File: src/logic/acs_pkg.sv
`default_nettype none
package acs_pkg;
	// ************************************************
	// register byte offsets
	// ************************************************
	localparam logic [7:0] OFF_CTRL_A   = 8'h00; // converter_control_a
	localparam logic [7:0] OFF_CTRL_B   = 8'h04; // converter_control_b
	localparam logic [7:0] OFF_RES_HIGH = 8'h08; // result_high
	localparam logic [7:0] OFF_RES_LOW  = 8'h0c; // result_low
	localparam logic [7:0] OFF_FLAGS    = 8'h10; // peripheral_flags_1
	localparam logic [7:0] OFF_ENABLES  = 8'h14; // peripheral_enables_1
	localparam logic [7:0] OFF_IRQ_CTRL = 8'h18; // irq_control

	// ************************************************
	// field positions
	// ************************************************
	localparam int BIT_ON       = 0; // converter_on
	localparam int BIT_GO       = 1; // go/done
	localparam int POS_CHAN     = 2; // channel_select lsb
	localparam int POS_CLKSEL   = 4; // conv_clock_select lsb
	localparam int BIT_REFSEL   = 0; // reference_select
	localparam int BIT_DONE     = 0; // conversion_done_flag
	localparam int BIT_IRQ_EN   = 0; // conversion_irq_enable
	localparam int BIT_PERI_EN  = 6; // peripheral_irq_enable
	localparam int BIT_GLOB_EN  = 7; // global_irq_enable

	// ************************************************
	// reset values and conversion figures
	// ************************************************
	localparam logic [4:0] CHAN_RESET   = 5'h00;
	localparam logic [2:0] CLKSEL_RESET = 3'h0;
	localparam logic [9:0] RESULT_RESET = 10'h000;
	localparam logic [9:0] SAR_FIRST    = 10'h200; // msb trial
	localparam logic [3:0] CONV_PERIODS = 4'hb;    // bit periods per conversion
	localparam logic [1:0] ABORT_TICKS  = 2'h2;    // holdoff after abort
	localparam logic [6:0] DIV_8        = 7'h08;
	localparam logic [6:0] DIV_16       = 7'h10;
	localparam logic [6:0] DIV_32       = 7'h20;
	localparam logic [6:0] DIV_64       = 7'h40;
	localparam logic [1:0] RESP_OKAY    = 2'h0;
	localparam logic [1:0] RESP_SLVERR  = 2'h2;

	typedef enum logic [1:0] {ST_IDLE, ST_CONV, ST_HOLDOFF} acs_state_t;
endpackage
`default_nettype wire

File: src/logic/acs_sequencer.sv
// What this block does
// RL1: ten-bit SAR result, right justified only
// RL2: five-bit channel field drives the mux
// RL3: software waits after changing the channel
// RL4: clock code picks osc divisor or RC
// RL5: eleven bit periods per conversion
// RL6: software avoids osc/8 at 8 MHz
// RL7: done flag set on every completion
// RL8: done flag cleared only by software
// RL9: irq request when flag and enable set
// RL10: irq wakes from sleep, core vectors if enabled
// RL11: runs only when on; go starts conversion
// RL12: software enables first, starts later
// RL13: completion clears go, sets flag, loads result
// RL14: clearing go aborts, result kept
// RL15: two bit periods holdoff, then reacquire
// RL16: reset turns off and cancels conversion
// RL17: no conversion progress while asleep
// RL18: software sets pin input and analog
// RL19: software waits acquisition, then polls or interrupts
// RL20: channel codes map, reserved codes unused
// RL21: go reads one while converting
// RL22: high result holds bits nine and eight
// RL23: one reference select bit, reserved clock codes
// RL24: go with converter off is ignored
// RL25: start during conversion is ignored
`timescale 1ns/1ns
`default_nettype none
module acs_sequencer #(
	parameter bit         LARGE_VARIANT = 1'b1,  // three extra pin channels
	parameter logic [6:0] RC_DIV        = 7'h10  // rc clock divisor
) (
	input  wire logic        ref_clk,       // 100 MHz clock
	input  wire logic        arst_n,        // async reset
	input  wire logic [7:0]  s_axi_awaddr,  // write address
	input  wire logic        s_axi_awvalid, // write address valid
	output logic             s_axi_awready, // write address ready
	input  wire logic [31:0] s_axi_wdata,   // write data
	input  wire logic [3:0]  s_axi_wstrb,   // write strobes
	input  wire logic        s_axi_wvalid,  // write data valid
	output logic             s_axi_wready,  // write data ready
	output logic [1:0]       s_axi_bresp,   // write response
	output logic             s_axi_bvalid,  // write response valid
	input  wire logic        s_axi_bready,  // write response ready
	input  wire logic [7:0]  s_axi_araddr,  // read address
	input  wire logic        s_axi_arvalid, // read address valid
	output logic             s_axi_arready, // read address ready
	output logic [31:0]      s_axi_rdata,   // read data
	output logic [1:0]       s_axi_rresp,   // read response
	output logic             s_axi_rvalid,  // read data valid
	input  wire logic        s_axi_rready,  // read data ready
	input  wire logic        sleep_mode,    // device asleep
	input  wire logic        cmp_in,        // comparator: input at or above trial
	output logic [4:0]       mux_channel,   // analog mux select
	output logic             conv_enable,   // converter powered
	output logic             ref_select,    // reference select
	output logic             sample_track,  // sample-and-hold tracking
	output logic [9:0]       sar_code,      // trial code to converter
	output logic             conv_irq,      // converter irq request
	output logic             core_irq,      // irq delivered to core
	output logic             wake_req       // wake from sleep
);
	// ************************************************
	// register storage and state
	// ************************************************
	acs_pkg::acs_state_t state_reg;
	logic       on_reg;
	logic [4:0] chan_reg;
	logic [2:0] clksel_reg;
	logic       refsel_reg;
	logic [9:0] result_reg;
	logic       flag_reg;
	logic       irq_en_reg;
	logic       peri_en_reg;
	logic       glob_en_reg;
	logic [3:0] period_reg;
	logic [1:0] hold_reg;
	logic [1:0] sync1_reg;
	logic [1:0] sync2_reg;
	logic       tick;

	// ************************************************
	// bus slave
	// ************************************************
	logic [7:0]  awaddr_reg;
	logic [31:0] wdata_reg;
	logic [3:0]  wstrb_reg;
	logic        aw_full_reg;
	logic        w_full_reg;
	logic        wr_fire;
	logic        wr_lane0;

	// true when the word address matches a register offset
	function automatic logic hit(input logic [7:0] addr, input logic [7:0] off);
		return addr[7:2] == off[7:2];
	endfunction

	function automatic logic mapped(input logic [7:0] addr);
		return hit(addr, acs_pkg::OFF_CTRL_A) || hit(addr, acs_pkg::OFF_CTRL_B)
			|| hit(addr, acs_pkg::OFF_RES_HIGH) || hit(addr, acs_pkg::OFF_RES_LOW)
			|| hit(addr, acs_pkg::OFF_FLAGS) || hit(addr, acs_pkg::OFF_ENABLES)
			|| hit(addr, acs_pkg::OFF_IRQ_CTRL);
	endfunction

	assign wr_fire  = aw_full_reg && w_full_reg && !s_axi_bvalid;
	assign wr_lane0 = wr_fire && wstrb_reg[0];

	// address and data latch in either order
	always_ff @(posedge ref_clk or negedge arst_n) begin
		if (!arst_n) begin
			aw_full_reg   <= 1'b0;
			w_full_reg    <= 1'b0;
			s_axi_awready <= 1'b1;
			s_axi_wready  <= 1'b1;
			awaddr_reg    <= 8'h00;
			wdata_reg     <= 32'h0000_0000;
			wstrb_reg     <= 4'h0;
		end else if (s_axi_bvalid && s_axi_bready) begin
			aw_full_reg   <= 1'b0;
			w_full_reg    <= 1'b0;
			s_axi_awready <= 1'b1;
			s_axi_wready  <= 1'b1;
		end else begin
			if (s_axi_awvalid && s_axi_awready) begin
				aw_full_reg   <= 1'b1;
				s_axi_awready <= 1'b0;
				awaddr_reg    <= s_axi_awaddr;
			end
			if (s_axi_wvalid && s_axi_wready) begin
				w_full_reg   <= 1'b1;
				s_axi_wready <= 1'b0;
				wdata_reg    <= s_axi_wdata;
				wstrb_reg    <= s_axi_wstrb;
			end
		end
	end

	// write response one cycle after both halves are held
	always_ff @(posedge ref_clk or negedge arst_n) begin
		if (!arst_n) begin
			s_axi_bvalid <= 1'b0;
			s_axi_bresp  <= acs_pkg::RESP_OKAY;
		end else if (wr_fire) begin
			s_axi_bvalid <= 1'b1;
			s_axi_bresp  <= mapped(awaddr_reg) ? acs_pkg::RESP_OKAY : acs_pkg::RESP_SLVERR;
		end else if (s_axi_bready) begin
			s_axi_bvalid <= 1'b0;
		end
	end

	// read data captured at the address handshake
	always_ff @(posedge ref_clk or negedge arst_n) begin
		if (!arst_n) begin
			s_axi_arready <= 1'b1;
			s_axi_rvalid  <= 1'b0;
			s_axi_rdata   <= 32'h0000_0000;
			s_axi_rresp   <= acs_pkg::RESP_OKAY;
		end else if (s_axi_arvalid && s_axi_arready) begin
			s_axi_arready <= 1'b0;
			s_axi_rvalid  <= 1'b1;
			s_axi_rresp   <= mapped(s_axi_araddr) ? acs_pkg::RESP_OKAY : acs_pkg::RESP_SLVERR;
			s_axi_rdata   <= 32'h0000_0000;
			if (hit(s_axi_araddr, acs_pkg::OFF_CTRL_A)) begin
				s_axi_rdata[acs_pkg::POS_CHAN +: 5] <= chan_reg;
				s_axi_rdata[acs_pkg::BIT_GO]        <= state_reg == acs_pkg::ST_CONV; // [RL21]
				s_axi_rdata[acs_pkg::BIT_ON]        <= on_reg;
			end
			if (hit(s_axi_araddr, acs_pkg::OFF_CTRL_B)) begin
				s_axi_rdata[acs_pkg::POS_CLKSEL +: 3] <= clksel_reg;
				s_axi_rdata[acs_pkg::BIT_REFSEL]      <= refsel_reg;
			end
			if (hit(s_axi_araddr, acs_pkg::OFF_RES_HIGH)) begin
				s_axi_rdata[1:0] <= result_reg[9:8]; // [RL22]
			end
			if (hit(s_axi_araddr, acs_pkg::OFF_RES_LOW)) begin
				s_axi_rdata[7:0] <= result_reg[7:0]; // [RL22]
			end
			if (hit(s_axi_araddr, acs_pkg::OFF_FLAGS)) begin
				s_axi_rdata[acs_pkg::BIT_DONE] <= flag_reg;
			end
			if (hit(s_axi_araddr, acs_pkg::OFF_ENABLES)) begin
				s_axi_rdata[acs_pkg::BIT_IRQ_EN] <= irq_en_reg;
			end
			if (hit(s_axi_araddr, acs_pkg::OFF_IRQ_CTRL)) begin
				s_axi_rdata[acs_pkg::BIT_PERI_EN] <= peri_en_reg;
				s_axi_rdata[acs_pkg::BIT_GLOB_EN] <= glob_en_reg;
			end
		end else if (s_axi_rvalid && s_axi_rready) begin
			s_axi_rvalid  <= 1'b0;
			s_axi_arready <= 1'b1;
		end
	end

	// ************************************************
	// pin synchronisers: comparator and sleep
	// ************************************************
	always_ff @(posedge ref_clk or negedge arst_n) begin
		if (!arst_n) begin
			sync1_reg <= 2'h0;
			sync2_reg <= 2'h0;
		end else begin
			sync1_reg <= {sleep_mode, cmp_in};
			sync2_reg <= sync1_reg;
		end
	end

	logic cmp_s;
	logic sleep_s;
	assign cmp_s   = sync2_reg[0];
	assign sleep_s = sync2_reg[1];

	// ************************************************
	// control decode
	// ************************************************
	logic wr_ctla;
	logic start_ok;
	logic abort;
	logic finish;
	logic [3:0] bit_idx;
	logic [9:0] decided;

	assign wr_ctla  = wr_lane0 && hit(awaddr_reg, acs_pkg::OFF_CTRL_A);
	// start needs the converter already on and the sequencer idle
	assign start_ok = wr_ctla && wdata_reg[acs_pkg::BIT_GO] && on_reg // [RL11] [RL12] [RL24]
		&& wdata_reg[acs_pkg::BIT_ON] && state_reg == acs_pkg::ST_IDLE // [RL25]
		&& !sleep_s; // [RL17]
	// clearing go or switching off mid-conversion
	assign abort    = state_reg == acs_pkg::ST_CONV && wr_ctla
		&& !(wdata_reg[acs_pkg::BIT_GO] && wdata_reg[acs_pkg::BIT_ON]); // [RL14]
	assign finish   = state_reg == acs_pkg::ST_CONV && tick && !abort
		&& period_reg == acs_pkg::CONV_PERIODS - 4'h1; // [RL5]
	assign bit_idx  = 4'ha - period_reg;

	// trial with the current bit decided by the comparator
	always_comb begin
		decided = sar_code;
		if (period_reg != 4'h0 && !cmp_s) begin
			decided[bit_idx] = 1'b0; // [RL1]
		end
	end

	// bit period enable; counter cleared while asleep and restarted on abort so holdoff is whole periods
	acs_tick_gen #(.RC_DIV(RC_DIV)) u_tick (
		.ref_clk (ref_clk),
		.arst_n  (arst_n),
		.run     (on_reg && state_reg != acs_pkg::ST_IDLE && !sleep_s && !abort), // [RL15] [RL17]
		.clk_sel (clksel_reg), // [RL4]
		.tick    (tick)
	);

	// ************************************************
	// configuration registers
	// ************************************************
	always_ff @(posedge ref_clk or negedge arst_n) begin
		if (!arst_n) begin
			on_reg      <= 1'b0; // [RL16]
			chan_reg    <= acs_pkg::CHAN_RESET;
			clksel_reg  <= acs_pkg::CLKSEL_RESET; // [RL23]
			refsel_reg  <= 1'b0;
			irq_en_reg  <= 1'b0;
			peri_en_reg <= 1'b0;
			glob_en_reg <= 1'b0;
		end else begin
			if (wr_ctla) begin
				on_reg   <= wdata_reg[acs_pkg::BIT_ON];
				chan_reg <= wdata_reg[acs_pkg::POS_CHAN +: 5]; // [RL2]
			end
			if (wr_lane0 && hit(awaddr_reg, acs_pkg::OFF_CTRL_B)) begin
				clksel_reg <= wdata_reg[acs_pkg::POS_CLKSEL +: 3];
				refsel_reg <= wdata_reg[acs_pkg::BIT_REFSEL]; // [RL23]
			end
			if (wr_lane0 && hit(awaddr_reg, acs_pkg::OFF_ENABLES)) begin
				irq_en_reg <= wdata_reg[acs_pkg::BIT_IRQ_EN];
			end
			if (wr_lane0 && hit(awaddr_reg, acs_pkg::OFF_IRQ_CTRL)) begin
				peri_en_reg <= wdata_reg[acs_pkg::BIT_PERI_EN];
				glob_en_reg <= wdata_reg[acs_pkg::BIT_GLOB_EN];
			end
		end
	end

	// ************************************************
	// conversion sequencer
	// ************************************************
	always_ff @(posedge ref_clk or negedge arst_n) begin
		if (!arst_n) begin
			state_reg  <= acs_pkg::ST_IDLE; // [RL16]
			period_reg <= 4'h0;
			hold_reg   <= 2'h0;
			sar_code   <= acs_pkg::SAR_FIRST;
			result_reg <= acs_pkg::RESULT_RESET;
		end else if (wr_ctla && !wdata_reg[acs_pkg::BIT_ON]) begin
			state_reg <= acs_pkg::ST_IDLE; // [RL11]
		end else begin
			unique case (state_reg)
				acs_pkg::ST_IDLE: begin
					if (start_ok) begin
						state_reg  <= acs_pkg::ST_CONV;
						period_reg <= 4'h0;
						sar_code   <= acs_pkg::SAR_FIRST;
					end
				end
				acs_pkg::ST_CONV: begin
					if (abort) begin
						state_reg <= acs_pkg::ST_HOLDOFF; // [RL14]
						hold_reg  <= 2'h0;
					end else if (finish) begin
						state_reg  <= acs_pkg::ST_IDLE; // [RL13]
						result_reg <= decided; // [RL1] [RL13]
					end else if (tick) begin
						period_reg <= period_reg + 4'h1;
						sar_code   <= decided;
						if (bit_idx != 4'h0 && period_reg != 4'h0) begin
							sar_code[bit_idx - 4'h1] <= 1'b1;
						end
					end
				end
				acs_pkg::ST_HOLDOFF: begin
					if (tick) begin
						hold_reg <= hold_reg + 2'h1;
						if (hold_reg == acs_pkg::ABORT_TICKS - 2'h1) begin
							state_reg <= acs_pkg::ST_IDLE; // [RL15]
						end
					end
				end
			endcase
		end
	end

	// ************************************************
	// done flag: hardware set beats software clear
	// ************************************************
	always_ff @(posedge ref_clk or negedge arst_n) begin
		if (!arst_n) begin
			flag_reg <= 1'b0;
		end else if (finish) begin
			flag_reg <= 1'b1; // [RL7] [RL13]
		end else if (wr_lane0 && hit(awaddr_reg, acs_pkg::OFF_FLAGS)) begin
			flag_reg <= wdata_reg[acs_pkg::BIT_DONE]; // [RL8]
		end
	end

	// ************************************************
	// analog side and interrupt outputs
	// ************************************************
	always_ff @(posedge ref_clk or negedge arst_n) begin
		if (!arst_n) begin
			mux_channel  <= acs_pkg::CHAN_RESET;
			conv_enable  <= 1'b0;
			ref_select   <= 1'b0;
			sample_track <= 1'b0;
			conv_irq     <= 1'b0;
			core_irq     <= 1'b0;
			wake_req     <= 1'b0;
		end else begin
			if (chan_reg == 5'h00 || (chan_reg >= 5'h02 && chan_reg <= 5'h07)
				|| (chan_reg >= 5'h0a && chan_reg <= 5'h10) || chan_reg == 5'h01
				|| (chan_reg >= 5'h18 && (chan_reg <= 5'h1c || LARGE_VARIANT))) begin
				mux_channel <= chan_reg; // [RL20]
			end
			conv_enable  <= on_reg;
			ref_select   <= refsel_reg; // [RL23]
			sample_track <= on_reg && state_reg == acs_pkg::ST_IDLE; // [RL15]
			conv_irq     <= flag_reg && irq_en_reg; // [RL9]
			core_irq     <= flag_reg && irq_en_reg && peri_en_reg && glob_en_reg; // [RL9] [RL10]
			wake_req     <= sleep_s && flag_reg && irq_en_reg; // [RL10]
		end
	end

	logic [3:0] seen_reg;
	always_ff @(posedge ref_clk or negedge arst_n) begin
		if (!arst_n) begin
			seen_reg <= 4'h0;
		end else if (start_ok) begin
			seen_reg <= 4'h0;
		end else if (state_reg == acs_pkg::ST_CONV && tick) begin
			seen_reg <= seen_reg + 4'h1;
		end
	end
endmodule // acs_sequencer
`default_nettype wire

File: src/logic/acs_tick_gen.sv
`timescale 1ns/1ns
`default_nettype none
module acs_tick_gen #(
	parameter logic [6:0] RC_DIV = 7'h10
) (
	input  wire logic       ref_clk, // system clock
	input  wire logic       arst_n,  // async reset
	input  wire logic       run,     // count while high
	input  wire logic [2:0] clk_sel, // conv_clock_select
	output logic            tick     // one bit period elapsed
);
	logic [6:0] div;
	logic [6:0] cnt_reg;

	// divisor per select code, reserved codes give none
	always_comb begin
		unique case (clk_sel)
			3'h1:        div = acs_pkg::DIV_8;
			3'h5:        div = acs_pkg::DIV_16;
			3'h2:        div = acs_pkg::DIV_32;
			3'h6:        div = acs_pkg::DIV_64;
			3'h3, 3'h7:  div = RC_DIV; // [RL4]
			default:     div = 7'h00;
		endcase
	end

	// period counter and enable pulse
	always_ff @(posedge ref_clk or negedge arst_n) begin
		if (!arst_n) begin
			cnt_reg <= 7'h00;
			tick    <= 1'b0;
		end else if (!run || div == 7'h00) begin
			cnt_reg <= 7'h00;
			tick    <= 1'b0;
		end else if (cnt_reg == div - 7'h01) begin
			cnt_reg <= 7'h00;
			tick    <= 1'b1;
		end else begin
			cnt_reg <= cnt_reg + 7'h01;
			tick    <= 1'b0;
		end
	end
endmodule // acs_tick_gen
`default_nettype wire

File: config.mk
export PLATFORM = sky130hd
export DESIGN_NAME = acs_sequencer
export DESIGN_NICKNAME = d
export VERILOG_FILES = /design/src/logic/acs_pkg.sv /design/src/logic/acs_sequencer.sv /design/src/logic/acs_tick_gen.sv
export SDC_FILE = /design/constraint.sdc
export NUM_CORES = 1
export LEC_CHECK = 0
export BUFFER_PORTS_ARGS = -buffer_cell sky130_fd_sc_hd__buf_2
export CORE_MARGIN = 1.5
export CORE_UTILIZATION = 30
export DETAILED_ROUTE_END_ITERATION = 10
export PLACE_DENSITY = 0.49
export SKIP_LAST_GASP = 1
export SYNTH_ARGS = -nofsm -noshare
export SYNTH_HDL_FRONTEND = slang
export SYNTH_SLANG_ARGS = --single-unit
export TNS_END_PERCENT = 5
File: constraint.sdc
create_clock -name ref_clk -period 2.48 [get_ports ref_clk]
set_input_delay 0.372 -clock ref_clk [delete_from_list [all_inputs] [get_ports ref_clk]]
set_output_delay 0.372 -clock ref_clk [all_outputs]
set_load 0.1 [all_outputs]
== After elaboration in Yosys (flattened, before gate mapping) ==
Index checks and enable logic that the tools add are counted.

* Logic and storage cells: 235
* Flip-flop bits (word level): 101

* Equal/unequal tests: 34
* Reductions and logical operators: 86
* Order comparisons: 9
* Add/subtract/negate cells: 6
* Bitwise logic cells: 6
* Multiplexer cells: 57

{| class="wikitable"
|+ Operators by type and width
! cell !! count
|-
| $mux W10 || 6
|-
| $logic_and A1 B1 Y1 || 40
|-
| $eq A6 B3 Y1 const B || 6
|-
| $pmux W7 S4 || 1
|-
| $eq A6 B2 Y1 const B || 4
|-
| $mux W2 || 12
|-
| $mux W1 || 23
|-
| $mux W7 || 3
|-
| $pmux W10 S2 || 1
|-
| $logic_or A1 B1 Y1 || 17
|-
| $mux W4 || 4
|-
| $reduce_bool A2 Y1 || 8
|-
| $eq A6 B1 Y1 const B || 2
|-
| $logic_not A6 Y1 || 2
|-
| $reduce_and A4 Y1 || 3
|-
| $and A10 B10 Y10 || 1
|-
| $lt A4 B5 Y1 const B || 2
|-
| $not A10 Y10 || 1
|-
| $or A10 B10 Y10 || 1
|-
| $eq A3 B3 Y1 const B || 3
|-
| $demux W1 S4 || 2
|-
| $ge A4 B1 Y1 const B || 2
|-
| $mux W8 || 1
|-
| $ne A2 B2 Y1 const B || 4
|-
| 35 further kinds || 49
|}

== Logic depth before layout (Yosys ltp) ==
Gate-level depths: netlist of the first run.

* Word-level depth: 14
* Gate-level depth with buffers: 9
* Gate-level depth less buffers: 7

== Modules after synthesis ==
Synthesis of the first run repeated with hierarchy kept, for this count alone.

* Cells, all modules: 517
* Area total of the unflattened synthesis: 5256.3 µm²

{| class="wikitable"
|+ Modules (own cells, without submodules)
! module !! area an instance (µm²) !! instances !! cells each
|-
| acs_sequencer || 4804.6 || 1 || 474
|-
| acs_tick_gen || 451.7 || 1 || 43
|}

== Worst setup path before layout of the first run ==
OpenSTA, ideal clock, no wires.

* Path kind: register to register
* Start: register s_axi_bvalid
* End: register result_reg[3]
* Clock period less this slack: 2.452 ns
* Data arrival time: 2.324 ns
* Setup time: 0.128 ns
* Buffers on the path: 1
* Slack: 0.028 ns
* Stages on the path, launching flop included: 6
* Path through: dfrtp_1 > nand3b_1 > a2111o_1 > nor3b_1 > buf_2 > mux2_1

* Word-level cells in the longest chain between the ends: 10
* Elaborated cells between the ends (all ways): 13
* Those cells by class: bitwise: 2; reduce/logical: 11

{| class="wikitable"
|+ Ends and longest elaborated chain
! item !! line !! source
|-
| start: declaration || acs_sequencer.sv:43 || <nowiki>output logic s_axi_bvalid,</nowiki>
|-
| start signal: assignment || acs_sequencer.sv:141 || <nowiki>s_axi_bvalid <= 1'b0;</nowiki>
|-
| start signal: assignment || acs_sequencer.sv:144 || <nowiki>s_axi_bvalid <= 1'b1;</nowiki>
|-
| start signal: assignment || acs_sequencer.sv:147 || <nowiki>s_axi_bvalid <= 1'b0;</nowiki>
|-
| $logic_not A1 Y1 (*) || acs_sequencer.sv:105 || <nowiki>assign wr_fire = aw_full_reg && w_full_reg && !s_axi_bvalid;</nowiki>
|-
| $logic_and A1 B1 Y1 (*) || acs_sequencer.sv:105 ||
|-
| $logic_and A1 B1 Y1 (*) || acs_sequencer.sv:106 || <nowiki>assign wr_lane0 = wr_fire && wstrb_reg[0];</nowiki>
|-
| $logic_and A1 B1 Y1 (*) || acs_sequencer.sv:222 || <nowiki>assign wr_ctla = wr_lane0 && hit(awaddr_reg, acs_pkg::OFF_CTRL_A);</nowiki>
|-
| $logic_and A1 B1 Y1 || acs_sequencer.sv:228 || <nowiki>assign abort = state_reg == acs_pkg::ST_CONV && wr_ctla</nowiki>
|-
| $logic_and A1 B1 Y1 || acs_sequencer.sv:229 || <nowiki>&& !(wdata_reg[acs_pkg::BIT_GO] && wdata_reg[acs_pkg::BIT_ON]);</nowiki>
|-
| $logic_not A1 Y1 || acs_sequencer.sv:230 || <nowiki>assign finish = state_reg == acs_pkg::ST_CONV && tick && !abort</nowiki>
|-
| $logic_and A1 B1 Y1 || acs_sequencer.sv:230 ||
|-
| $logic_and A1 B1 Y1 || acs_sequencer.sv:231 || <nowiki>&& period_reg == acs_pkg::CONV_PERIODS - 4'h1;</nowiki>
|-
| $reduce_and A4 Y1 (no line) (*) || n/a ||
|-
| end signal: assignment || acs_sequencer.sv:291 || <nowiki>result_reg <= acs_pkg::RESULT_RESET;</nowiki>
|-
| end signal: assignment || acs_sequencer.sv:309 || <nowiki>result_reg <= decided;</nowiki>
|-
| end: declaration || acs_sequencer.sv:71 || <nowiki>logic [9:0] result_reg;</nowiki>
|}

Every way passes the cells marked *; elsewhere a longest branch is shown, timed or not.
A chain may end at the register's enable or synchronous reset.

== Final worst setup path of the first run ==
* Start: register awaddr_reg[5]
* End: register period_reg[1]

* Word-level cells in the longest chain between the ends: 9
* Elaborated cells between the ends (all ways): 18
* Those cells by class: eq/ne: 3; bitwise: 1; reduce/logical: 14

{| class="wikitable"
|+ Ends and longest elaborated chain
! item !! line !! source
|-
| start: declaration || acs_sequencer.sv:85 || <nowiki>logic [7:0] awaddr_reg;</nowiki>
|-
| start signal: assignment || acs_sequencer.sv:127 || <nowiki>awaddr_reg <= s_axi_awaddr;</nowiki>
|-
| $logic_not A6 Y1 (*) || acs_sequencer.sv:95 || <nowiki>return addr[7:2] == off[7:2];</nowiki>
|-
| $logic_and A1 B1 Y1 (*) || acs_sequencer.sv:222 ||
|-
| $logic_and A1 B1 Y1 (on tied branches) || acs_sequencer.sv:228, acs_sequencer.sv:224 ||
|-
| $logic_and A1 B1 Y1 (on tied branches) || acs_sequencer.sv:229, acs_sequencer.sv:224 ||
|-
| $logic_not A1 Y1 or $logic_and A1 B1 Y1 (tied branches) || acs_sequencer.sv:230, acs_sequencer.sv:225 ||
|-
| $logic_and A1 B1 Y1 (on tied branches) || acs_sequencer.sv:230, acs_sequencer.sv:225 ||
|-
| $logic_and A1 B1 Y1 (on tied branches) || acs_sequencer.sv:231, acs_sequencer.sv:226 ||
|-
| $ne A2 B2 Y1 (no line) || n/a ||
|-
| $reduce_and A6 Y1 (no line) (*) || n/a ||
|-
| end signal: assignment || acs_sequencer.sv:311 || <nowiki>period_reg <= period_reg + 4'h1;</nowiki>
|-
| end: declaration || acs_sequencer.sv:76 || <nowiki>logic [3:0] period_reg;</nowiki>
|}

Marks and branches as above.

==> results_dict.tcl, run 1 <==
set metrics [dict create \
    rsz0062_at_grt "false" \
    critPathLaunchType "flip-flop" \
    finalWirelength_mm 11.8 \
    crit_path_top_delay_cell "sky130_fd_sc_hd__or4b_4" \
    worst_vdd_ir_uv 736 \
    gp_routability_congestion 0.822 \
    avgRoutedWirePerCell_um 15.6 \
    period_share_pct 91.6 \
    via_count 3686 \
    numPlacedInstances 739 \
    timing.critical_path.to_type "flip-flop" \
    initial_antenna_violation_count 0 \
    port-buffer-count 65 \
    tritoncts.num_buffers 9 \
    final.setup.worst_slack_ps 207 \
    nFillCells 1693 \
    grt_util_all_layers_pct 14.0 \
    postSynth.asyncResetShare_pct 100 \
    ctsHtreeMaxLevel 3 \
    fp.dieH_um 133 \
    max_slew_margin_pct 56.6 \
    synth.lib_cells_used.distinct 68 \
    clock-root-buffer "sky130_fd_sc_hd__clkbuf_16" \
    clock_sinks 97 \
    clk_transition_reported_paths_ps 60 \
    grt_start_max_net_pins 46 \
    worst-endpoint-arrival_ps 2510 \
    total_power_mw 5.55 \
    power-per-cell-area_mw_per_mm2 935 \
    total_core_area_mm2 0.0165 \
    synth_edf_count 0 \
    finalWorstPathRequiredPeriod_ps 2270 \
    drtAntennaViolNets 0 \
    post_detailed_route_via_to_cell_ratio 4.88 \
    hold_slack_ps 125 \
    dominantRegCellSynth "sky130_fd_sc_hd__dfrtp_1" \
    critical-path-max-stage-delay_ps 590 \
    post-route-drc-count 0 \
    dp_hpwl_mm 8.79 \
    floorplan.die_area_mm2 0.0176 \
    clock_path_buffers 2 \
    clk-insertion-delay-late_ps 350 \
    crit_path_cell_trace "or4b_4 > nor4_2 > o221ai_2 > a21o_1 > a22o_1" \
    first_global_vias 3597 \
    post_cts_sizing 0 \
    start_util_pct 30.5 \
    holdCritPathClass "in2reg" \
    drt_iter0_markers 200 \
    mappedNetlistArea_mm2 0.00504 \
    worstSetupPathType "reg2reg" \
    ys_seq_area_share_pct 48.2 \
    diodes 0 \
    status "completed" \
    worst_clock_skew_ps 8.55 \
    setup_tns_ps 0 \
    post_cts.repair.setup_buffers 0 \
    achievable-frequency_mhz 440 \
    cp_data_required_time_ps 2720 \
    die_w_um 133 \
    overflow 0 \
    preCtsSetupSlack_ps 208 \
    placedInstanceArea_mm2 0.00561 \
    count_of_final_setup_violators 0 \
    ios 123 \
    drt-pass1-iter-count 4 \
    post-route-util_pct 35.9 \
    cellLeakagePower_nw 2.75 \
    slew_viol_final 0 \
    final_net_count 604 \
    layout-area-overhead-vs-synth_pct 17.6 \
    grt_pass1_wl_mm 19.3 \
    max_cap_violations 0 \
    synthCells 457 \
    pin_slew_with_the_least_headroom_to_its_limit_ps 650 \
    layout-drive-gt1-share_pct 27.8 \
    core.rowCount 47 \
    clock_tree_from_tritoncts "built" \
    finalHoldViolations 0 \
    summed_area_of_non_filler_cells_in_the_final_layout_mm2 0.00593 \
    synth_warn 0 \
    crit_path_max_fanout 10 \
    ys_ff_latch 97 \
    post_synth.cell_area_avg_um2 11.0 \
    final-instance-count-excl-fill 756 \
]
-- layout make-up --
class	instances	area [um2]	share of cell area [%]
clock inverter	2	37.5	0.633
tap	220	275	4.64
timing repair buffer	84	485	8.19
inverter	21	78.8	1.33
sequential	97	2430	41.0
multi-input combinational	318	2350	39.6
clock buffer	14	274	4.62
-- logic make-up (layout without fill, tap and decap cells) --
group,count (synthesis),after routing,synth area share [%]
compound gates,113,113,16.5
fa+ha+maj,12,12,2.98
xor+xnor,9,9,1.56
simple gates,108,108,12.1
buf+inv,67,121,7.10
flops,97,97,48.2
mux,50,50,11.4
other cells,1,26,0.0744
-- worst max-delay path: cells and delay by family, from the launching register on --
family,cells,cell delay [ps]
AO/OA/AOI/OAI,3,760
flip-flops,1,390
AND/OR/NAND/NOR,2,1010
-- worst paths after layout --
check	startpoint	to	slack, ps	depth (start not counted)
hold reg to reg	sync1_reg[1]	sync2_reg[1]	350	0
setup reg to reg	awaddr_reg[5]	period_reg[1]	210	5
max in group asynchronous	arst_n	sar_code[4]	1310	3
setup / recovery	awaddr_reg[5]	period_reg[1]	210	5
hold / removal	cmp_in	sync1_reg[0]	130	1
min in group asynchronous	arst_n	wdata_reg[3]	470	2
-- Yosys cell counts, types with 4 or more instances --
cell                        number  area share, %
sky130_fd_sc_hd__a21oi_1        15            1.5
sky130_fd_sc_hd__a22o_1          9            1.6
sky130_fd_sc_hd__a31oi_1        21            2.6
sky130_fd_sc_hd__and2_1          5           0.62
sky130_fd_sc_hd__and3_1          7           0.87
sky130_fd_sc_hd__buf_4          26            3.9
sky130_fd_sc_hd__clkbuf_1       17            1.3
sky130_fd_sc_hd__dfrtp_1        93             46
sky130_fd_sc_hd__dfstp_2         4            2.1
sky130_fd_sc_hd__ha_1           12            3.0
sky130_fd_sc_hd__inv_1          21            1.6
sky130_fd_sc_hd__mux2_1          5            1.1
sky130_fd_sc_hd__mux2_2         30            6.7
sky130_fd_sc_hd__mux2_4          4            1.2
sky130_fd_sc_hd__mux2i_1        10            2.0
sky130_fd_sc_hd__nand2_1        21            1.6
sky130_fd_sc_hd__nand2b_1        5           0.62
sky130_fd_sc_hd__nand3_1         4           0.40
sky130_fd_sc_hd__nand3b_1        4           0.60
sky130_fd_sc_hd__nand4b_1        4           0.69
sky130_fd_sc_hd__nor2_1         26            1.9
sky130_fd_sc_hd__nor3_1          7           0.69
sky130_fd_sc_hd__o21ai_0        14            1.4
sky130_fd_sc_hd__o22ai_1         4           0.50
sky130_fd_sc_hd__o2bb2ai_1      10            1.7
sky130_fd_sc_hd__o41ai_1        11            1.9
sky130_fd_sc_hd__xnor2_1         4           0.69
sky130_fd_sc_hd__xor2_1          5           0.87
-- routing by layer --
layer | GRT usage, % | vias to the layer above | part of all wire, %
li1 | - | 1779 | -
met1 | 18.9 | 1795 | 47
met2 | 22.0 | 101 | 47
met3 | 3.60 | 11 | 4.8
met4 | 4.21 | 0 | 1.4
met5 | 0 | - | 0
-- placed cells by master (no fill, tap or decap), drive strengths merged, types with 15 or more instances in the layout --
cell	instances
a21oi	15
a31oi	21
buf	83
conb	26
dfrtp	93
inv	21
mux2	39
nand2	21
nor2	26
o21ai	15
-- report_power, final --
part,internal [mW],switching [mW],total [mW]
combinational,0.543,1.32,1.87
sequential,1.90,0.317,2.22
clock,0.866,0.597,1.46
-- what timing repair did --
item | in CTS | in global routing
hold buffers | 1 | 0
hold endpoints to repair | 21 | 0
setup endpoints to repair | 0 | 0
No activity file was read; power rests on OpenSTA's default activity.
==> run 2, diff against run 1 <==
--- a/config.mk
+++ b/config.mk
@@ -6,11 +6,13 @@
 export NUM_CORES = 1
 export LEC_CHECK = 0
 export BUFFER_PORTS_ARGS = -buffer_cell sky130_fd_sc_hd__buf_2
+export CORE_ASPECT_RATIO = 0.6
 export CORE_MARGIN = 1.5
 export CORE_UTILIZATION = 30
 export DETAILED_ROUTE_END_ITERATION = 10
 export PLACE_DENSITY = 0.49
 export SKIP_LAST_GASP = 1
+export SLEW_MARGIN = 20
 export SYNTH_ARGS = -nofsm -noshare
 export SYNTH_HDL_FRONTEND = slang
 export SYNTH_SLANG_ARGS = --single-unit
==> run 2 against run 1 <==
  * Non-clock buffer count decreased by 2
  * Maximum frequency about the same
  * Highest routed layer unchanged
  * Sequential share of layout area about the same
  * Hold slack got worse by 63 ps
  * Largest power group unchanged
  * Count of clock-buffer cells in the layout decreased by 4
  * First-iteration DRC count increased by 8.5%
  * Flip-flop and latch count unchanged
  * Critical path depth unchanged
  * Critical endpoint is now sar_code[8]
==> results_dict.tcl, run 2 (synthesized netlist as in run 1, its figures left out) <==
set metrics [dict create \
    drt-pass1-iter-count 4 \
    summed_area_of_non_filler_cells_in_the_final_layout_mm2 0.00593 \
    max_slew_margin_pct 63.9 \
    drtAntennaViolNets 0 \
    clock-root-buffer "sky130_fd_sc_hd__clkbuf_16" \
    avgRoutedWirePerCell_um 16.3 \
    worst_clock_skew_ps 7.37 \
    count_of_final_setup_violators 0 \
    critPathLaunchType "flip-flop" \
    r2r_slack_ps 210 \
    finalWorstPathRequiredPeriod_ps 2270 \
    total_core_area_mm2 0.0164 \
    worst_vdd_ir_uv 367 \
    worst_r2r_src "awaddr_reg[5]" \
    via_count 3778 \
    timing.critical_path.to_type "flip-flop" \
    most_common_library_cell_in_the_layout_ignoring_fill_and_taps "sky130_fd_sc_hd__dfrtp_1" \
    hold_slack_ps 62.4 \
    nFillCells 1634 \
    crit_path_start "awaddr_reg[5]" \
    floorplan.die_area_mm2 0.0176 \
    layout-drive-gt1-share_pct 28.3 \
    core.rowCount 36 \
    clock_tree_from_tritoncts "built" \
    slew_viol_final 0 \
    first_global_vias 3664 \
    ctsHtreeMaxLevel 3 \
    final_net_count 602 \
    diodes 0 \
    power-per-cell-area_mw_per_mm2 938 \
    period_share_pct 91.6 \
    drt_iter0_markers 217 \
    worstSetupPathType "reg2reg" \
    reg2reg_to "sar_code[8]" \
    tritoncts.num_buffers 9 \
    placedInstanceArea_mm2 0.00561 \
    worst-endpoint-arrival_ps 2560 \
    pin_slew_with_the_least_headroom_to_its_limit_ps 542 \
    post-route-drc-count 0 \
    start_util_pct 30.8 \
    fp.dieH_um 103 \
    p_int_mw 3.26 \
    cp_data_required_time_ps 2760 \
    p_clk_share_pct 26.2 \
    dp_hpwl_mm 9.29 \
    clk_transition_reported_paths_ps 80 \
    power.share.sequential_pct 40.0 \
    clk-insertion-delay-late_ps 350 \
    die_w_um 170 \
    grt_pass1_wl_mm 20.0 \
    post_detailed_route_via_to_cell_ratio 4.96 \
    layout.cells.most_common_list "sky130_fd_sc_hd__dfrtp_1 (93), sky130_fd_sc_hd__buf_2 (64), sky130_fd_sc_hd__mux2_2 (30), sky130_fd_sc_hd__nor2_1 (26), sky130_fd_sc_hd__conb_1 (26)" \
    finalHoldViolations 0 \
    achievable-frequency_mhz 440 \
    power.switching_mw 2.30 \
    grt_start_max_net_pins 98 \
    overflow 0 \
    total_power_mw 5.56 \
    register_area_mm2 0.00243 \
    layout-area-overhead-vs-synth_pct 17.6 \
    port-buffer-count 65 \
    clock_sinks 97 \
    ios 123 \
    rsz0062_at_grt "false" \
    gp_routability_congestion 0.863 \
    combined_area_of_the_multi_input_logic_cells_mm2 0.00235 \
    final.setup.worst_slack_ps 208 \
    grt_util_all_layers_pct 15.0 \
    switching_share_pct 41.3 \
    finalWirelength_mm 12.4 \
    max_cap_violations 0 \
    combPwrFrac_pct 33.8 \
    post_cts.repair.setup_buffers 0 \
    setup_tns_ps 0 \
    initial_antenna_violation_count 0 \
    worst-r2r-cell-count 5 \
    crit_path_max_fanout 10 \
    preCtsSetupSlack_ps 194 \
    holdCritPathClass "in2async" \
    clock_path_buffers 2 \
    status "completed" \
    cellLeakagePower_nw 2.74 \
]
## run 2: cell count changes in the layout (fill, tap and decap cells not counted)
cell | before | now
sky130_fd_sc_hd__dlygate4sd3_1 | 1 | 0
sky130_fd_sc_hd__clkbuf_8 | 3 | 1
sky130_fd_sc_hd__o41ai_1 | 11 | 10
sky130_fd_sc_hd__clkinv_4 | 0 | 1
sky130_fd_sc_hd__clkbuf_1 | 2 | 0
sky130_fd_sc_hd__buf_4 | 18 | 17
sky130_fd_sc_hd__clkinvlp_4 | 1 | 2
sky130_fd_sc_hd__inv_8 | 0 | 1
sky130_fd_sc_hd__o41ai_2 | 0 | 1
sky130_fd_sc_hd__inv_6 | 0 | 1
## run 2: layer usage
layer / GRT usage, % / share of wire (%)
met3: 3.69 / 5.7
met4: 4.02 / 0.88
met2: 21.5 / 41
met5: 0 / 0
met1: 22.4 / 53
## run 2: critical path: stages (launching register included)
cell and delay, ps:
sky130_fd_sc_hd__dfrtp_1 390, sky130_fd_sc_hd__or4b_4 590, sky130_fd_sc_hd__or3_4 450, sky130_fd_sc_hd__o221ai_2 210, sky130_fd_sc_hd__a21o_1 350, sky130_fd_sc_hd__a22o_1 210
## run 2: power by group through the flow
stage | logic, mW | clock network (mW) | registers, mW
2_1_floorplan | 1.01 | 0 | 2.72
3_3_place_gp | 1.86 | 0 | 2.23
3_5_place_dp | 1.88 | 0 | 2.25
4_1_cts | 1.89 | 1.50 | 2.22
5_1_grt | 2.02 | 1.58 | 2.28
6_report | 1.88 | 1.45 | 2.23
## run 2: area by class of cell
type,instances,share of cell area (%)
Clock buffer,10,4.03
Clock inverter,6,1.24
Inverter,21,1.33
Multi-Input combinational cell,318,39.7
Sequential cell,97,41.0
Tap cell,228,4.81
Timing Repair Buffer,82,7.89
## run 2: worst max path at each step
stage | end | slack, ps | cells after the start
floorplan | result_reg[3] | 30 | 5
global placement | sar_code[8] | 120 | 8
detailed placement | sar_code[8] | 190 | 8
CTS | sar_code[8] | 170 | 8
global route | period_reg[1] | 60 | 5
finish | sar_code[8] | 210 | 5
## run 2: repair_timing
item | 4_1_cts | 5_1_grt
resized for setup | 0 | 1
endpoints found under the setup margin | 0 | 1
hold buffers | 0 | 0
endpoints found under the hold margin | 0 | 0
## run 2: stage by stage
| step | cells | util, % |
|---|---|---|
| 2_1_floorplan | 482 | - |
| 3_3_place_gp | 746 | 34.3 |
| 3_5_place_dp | 746 | 34.3 |
| 4_1_cts | 762 | 36.2 |
| 5_1_grt | 762 | 36.3 |
| 6_report | 762 | 36.3 |
==> run 3, diff against run 2 <==
--- a/config.mk
+++ b/config.mk
@@ -10,7 +10,7 @@
 export CORE_MARGIN = 1.5
 export CORE_UTILIZATION = 30
 export DETAILED_ROUTE_END_ITERATION = 10
-export PLACE_DENSITY = 0.49
+export MAX_ROUTING_LAYER = met4
 export SKIP_LAST_GASP = 1
 export SLEW_MARGIN = 20
 export SYNTH_ARGS = -nofsm -noshare
==> run 3 against run 2 <==
  * Count of clock-buffer cells in the layout unchanged
  * Critical endpoint is now sar_code[9]
  * Largest power group unchanged
  * Power is 0.25% higher
  * Via count rose by 0.82%
  * Highest routed layer unchanged
  * Flip-flop and latch count is the same
  * Core utilization grew 0.12 points
==> results_dict.tcl, run 3 (synthesized netlist as in run 1, its figures left out) <==
set metrics [dict create \
    drt_iter0_markers 263 \
    critical-path-max-stage-delay_ps 590 \
    drt-pass1-iter-count 4 \
    finalWirelength_mm 12.5 \
    combPwrFrac_pct 34.0 \
    worst_clock_skew_ps 6.78 \
    holdCritPathClass "in2reg" \
    ios 123 \
    crit_path_cell_trace "or4b_4 > or3_4 > o21ai_4 > nand3_4 > o32a_1" \
    via_count 3809 \
    floorplan.die_area_mm2 0.0176 \
    overflow 0 \
    clock-root-buffer "sky130_fd_sc_hd__clkbuf_16" \
    combined_area_of_the_multi_input_logic_cells_mm2 0.00235 \
    port-buffer-count 65 \
    grt_pass1_wl_mm 19.9 \
    nFillCells 1640 \
    count_of_final_setup_violators 0 \
    diodes 0 \
    total_core_area_mm2 0.0164 \
    dp_hpwl_mm 9.37 \
    p_clk_share_pct 25.8 \
    core.rowCount 36 \
    final_net_count 605 \
    worstPathBufferInverterCount 0 \
    clk-insertion-delay-late_ps 350 \
    finalWorstPathRequiredPeriod_ps 2300 \
    drtAntennaViolNets 0 \
    worst-endpoint-arrival_ps 2570 \
    timing.critical_path.to_type "flip-flop" \
    hold_slack_ps 129 \
    achievable-frequency_mhz 435 \
    power.share.sequential_pct 40.3 \
    timing.critical_path.max_delay_family "simple AND/OR/NAND/NOR gates" \
    p_int_mw 3.26 \
    clock_path_buffers 2 \
    layout-drive-gt1-share_pct 28.1 \
    layout.cells.most_common_list "sky130_fd_sc_hd__dfrtp_1 (93), sky130_fd_sc_hd__buf_2 (64), sky130_fd_sc_hd__mux2_2 (30), sky130_fd_sc_hd__nor2_1 (26), sky130_fd_sc_hd__conb_1 (26)" \
    die_w_um 170 \
    gp_routability_congestion 0.850 \
    slew_viol_final 0 \
    finalHoldViolations 0 \
    power-per-cell-area_mw_per_mm2 937 \
    clock_sinks 97 \
    first_global_vias 3677 \
    tritoncts.num_buffers 9 \
    post_detailed_route_via_to_cell_ratio 4.98 \
    avgRoutedWirePerCell_um 16.3 \
    clock_tree_from_tritoncts "built" \
    switching_share_pct 41.6 \
    worstSetupPathType "reg2reg" \
    crit_path_max_fanout 14 \
    ctsHtreeMaxLevel 3 \
    status "completed" \
    fp.dieH_um 103 \
    post-route-drc-count 0 \
    max_cap_violations 0 \
    rsz0062_at_grt "false" \
    critPathLaunchType "flip-flop" \
    power.switching_mw 2.32 \
    layout-area-overhead-vs-synth_pct 18.0 \
    pin_slew_with_the_least_headroom_to_its_limit_ps 549 \
    register_area_mm2 0.00243 \
    setup_tns_ps 0 \
    period_share_pct 92.6 \
    initial_antenna_violation_count 0 \
    cp_data_required_time_ps 2760 \
    max_slew_margin_pct 63.4 \
    grt_start_max_net_pins 46 \
    cellLeakagePower_nw 2.76 \
    worst_vdd_ir_uv 407 \
    clk_transition_reported_paths_ps 70 \
    start_util_pct 30.8 \
    crit_path_top_delay_cell "sky130_fd_sc_hd__or4b_4" \
    grt_util_all_layers_pct 15.3 \
    most_common_library_cell_in_the_layout_ignoring_fill_and_taps "sky130_fd_sc_hd__dfrtp_1" \
]
run 3: cell count changes in the layout (fill, tap and decap cells not counted), sizes merged:
cell | before | now
inv | 23 | 24
dlygate4sd3 | 0 | 1
clkinv | 1 | 0
buf | 82 | 84
run 3: area by class of cell:
cell class | instances | share of cell area, %
Clock buffer | 10 | 3.85
Timing Repair Buffer | 85 | 8.49
Tap cell | 228 | 4.79
Clock inverter | 6 | 1.24
Inverter | 21 | 1.32
Sequential cell | 97 | 40.9
Multi-Input combinational cell | 318 | 39.4
run 3: through the flow:
step	total power, mW	setup WS (ps)	utilization (%)	cells	cell area (um2)
2_1_floorplan	3.73	28.3	-	482	5140
3_3_place_gp	4.10	222	34.5	748	5640
3_5_place_dp	4.16	205	34.5	748	5640
4_1_cts	5.63	191	36.4	765	5950
5_1_grt	5.88	29.6	36.4	765	5950
6_report	5.58	184	36.4	765	5950
run 3: power groups by stage:
stage	sequential (mW)	clock [mW]	combinational [mW]
finish	2.25	1.44	1.89
CTS	2.25	1.49	1.90
detailed placement	2.27	0	1.89
floorplan	2.72	0	1.01
global route	2.30	1.56	2.02
global placement	2.25	0	1.85
run 3: worst paths after layout:
path | startpoint | to | slack [ps] | depth (start not counted)
min | cmp_in | sync1_reg[0] | 130 | 1
max in group asynchronous | arst_n | state_reg[1] | 1330 | 3
min in group asynchronous | arst_n | s_axi_rresp[1] | 430 | 2
max | awaddr_reg[5] | sar_code[9] | 180 | 5
max reg2reg | awaddr_reg[5] | sar_code[9] | 180 | 5
min reg2reg | sync1_reg[1] | sync2_reg[1] | 350 | 0
run 3: routing by layer:
layer  track usage [%]  wire length (um)  up-vias
li1                  -                 -     1791
met1              21.4              6270     1908
met2              21.7              5300      102
met3              4.95               806        8
met4              3.13                74        0
met5                 -                 0        -
run 3: timing repair:
action,4_1_cts,5_1_grt
gates resized for setup,0,0
buffers inserted,0,0
hold endpoints to repair,16,0
hold buffers,1,0
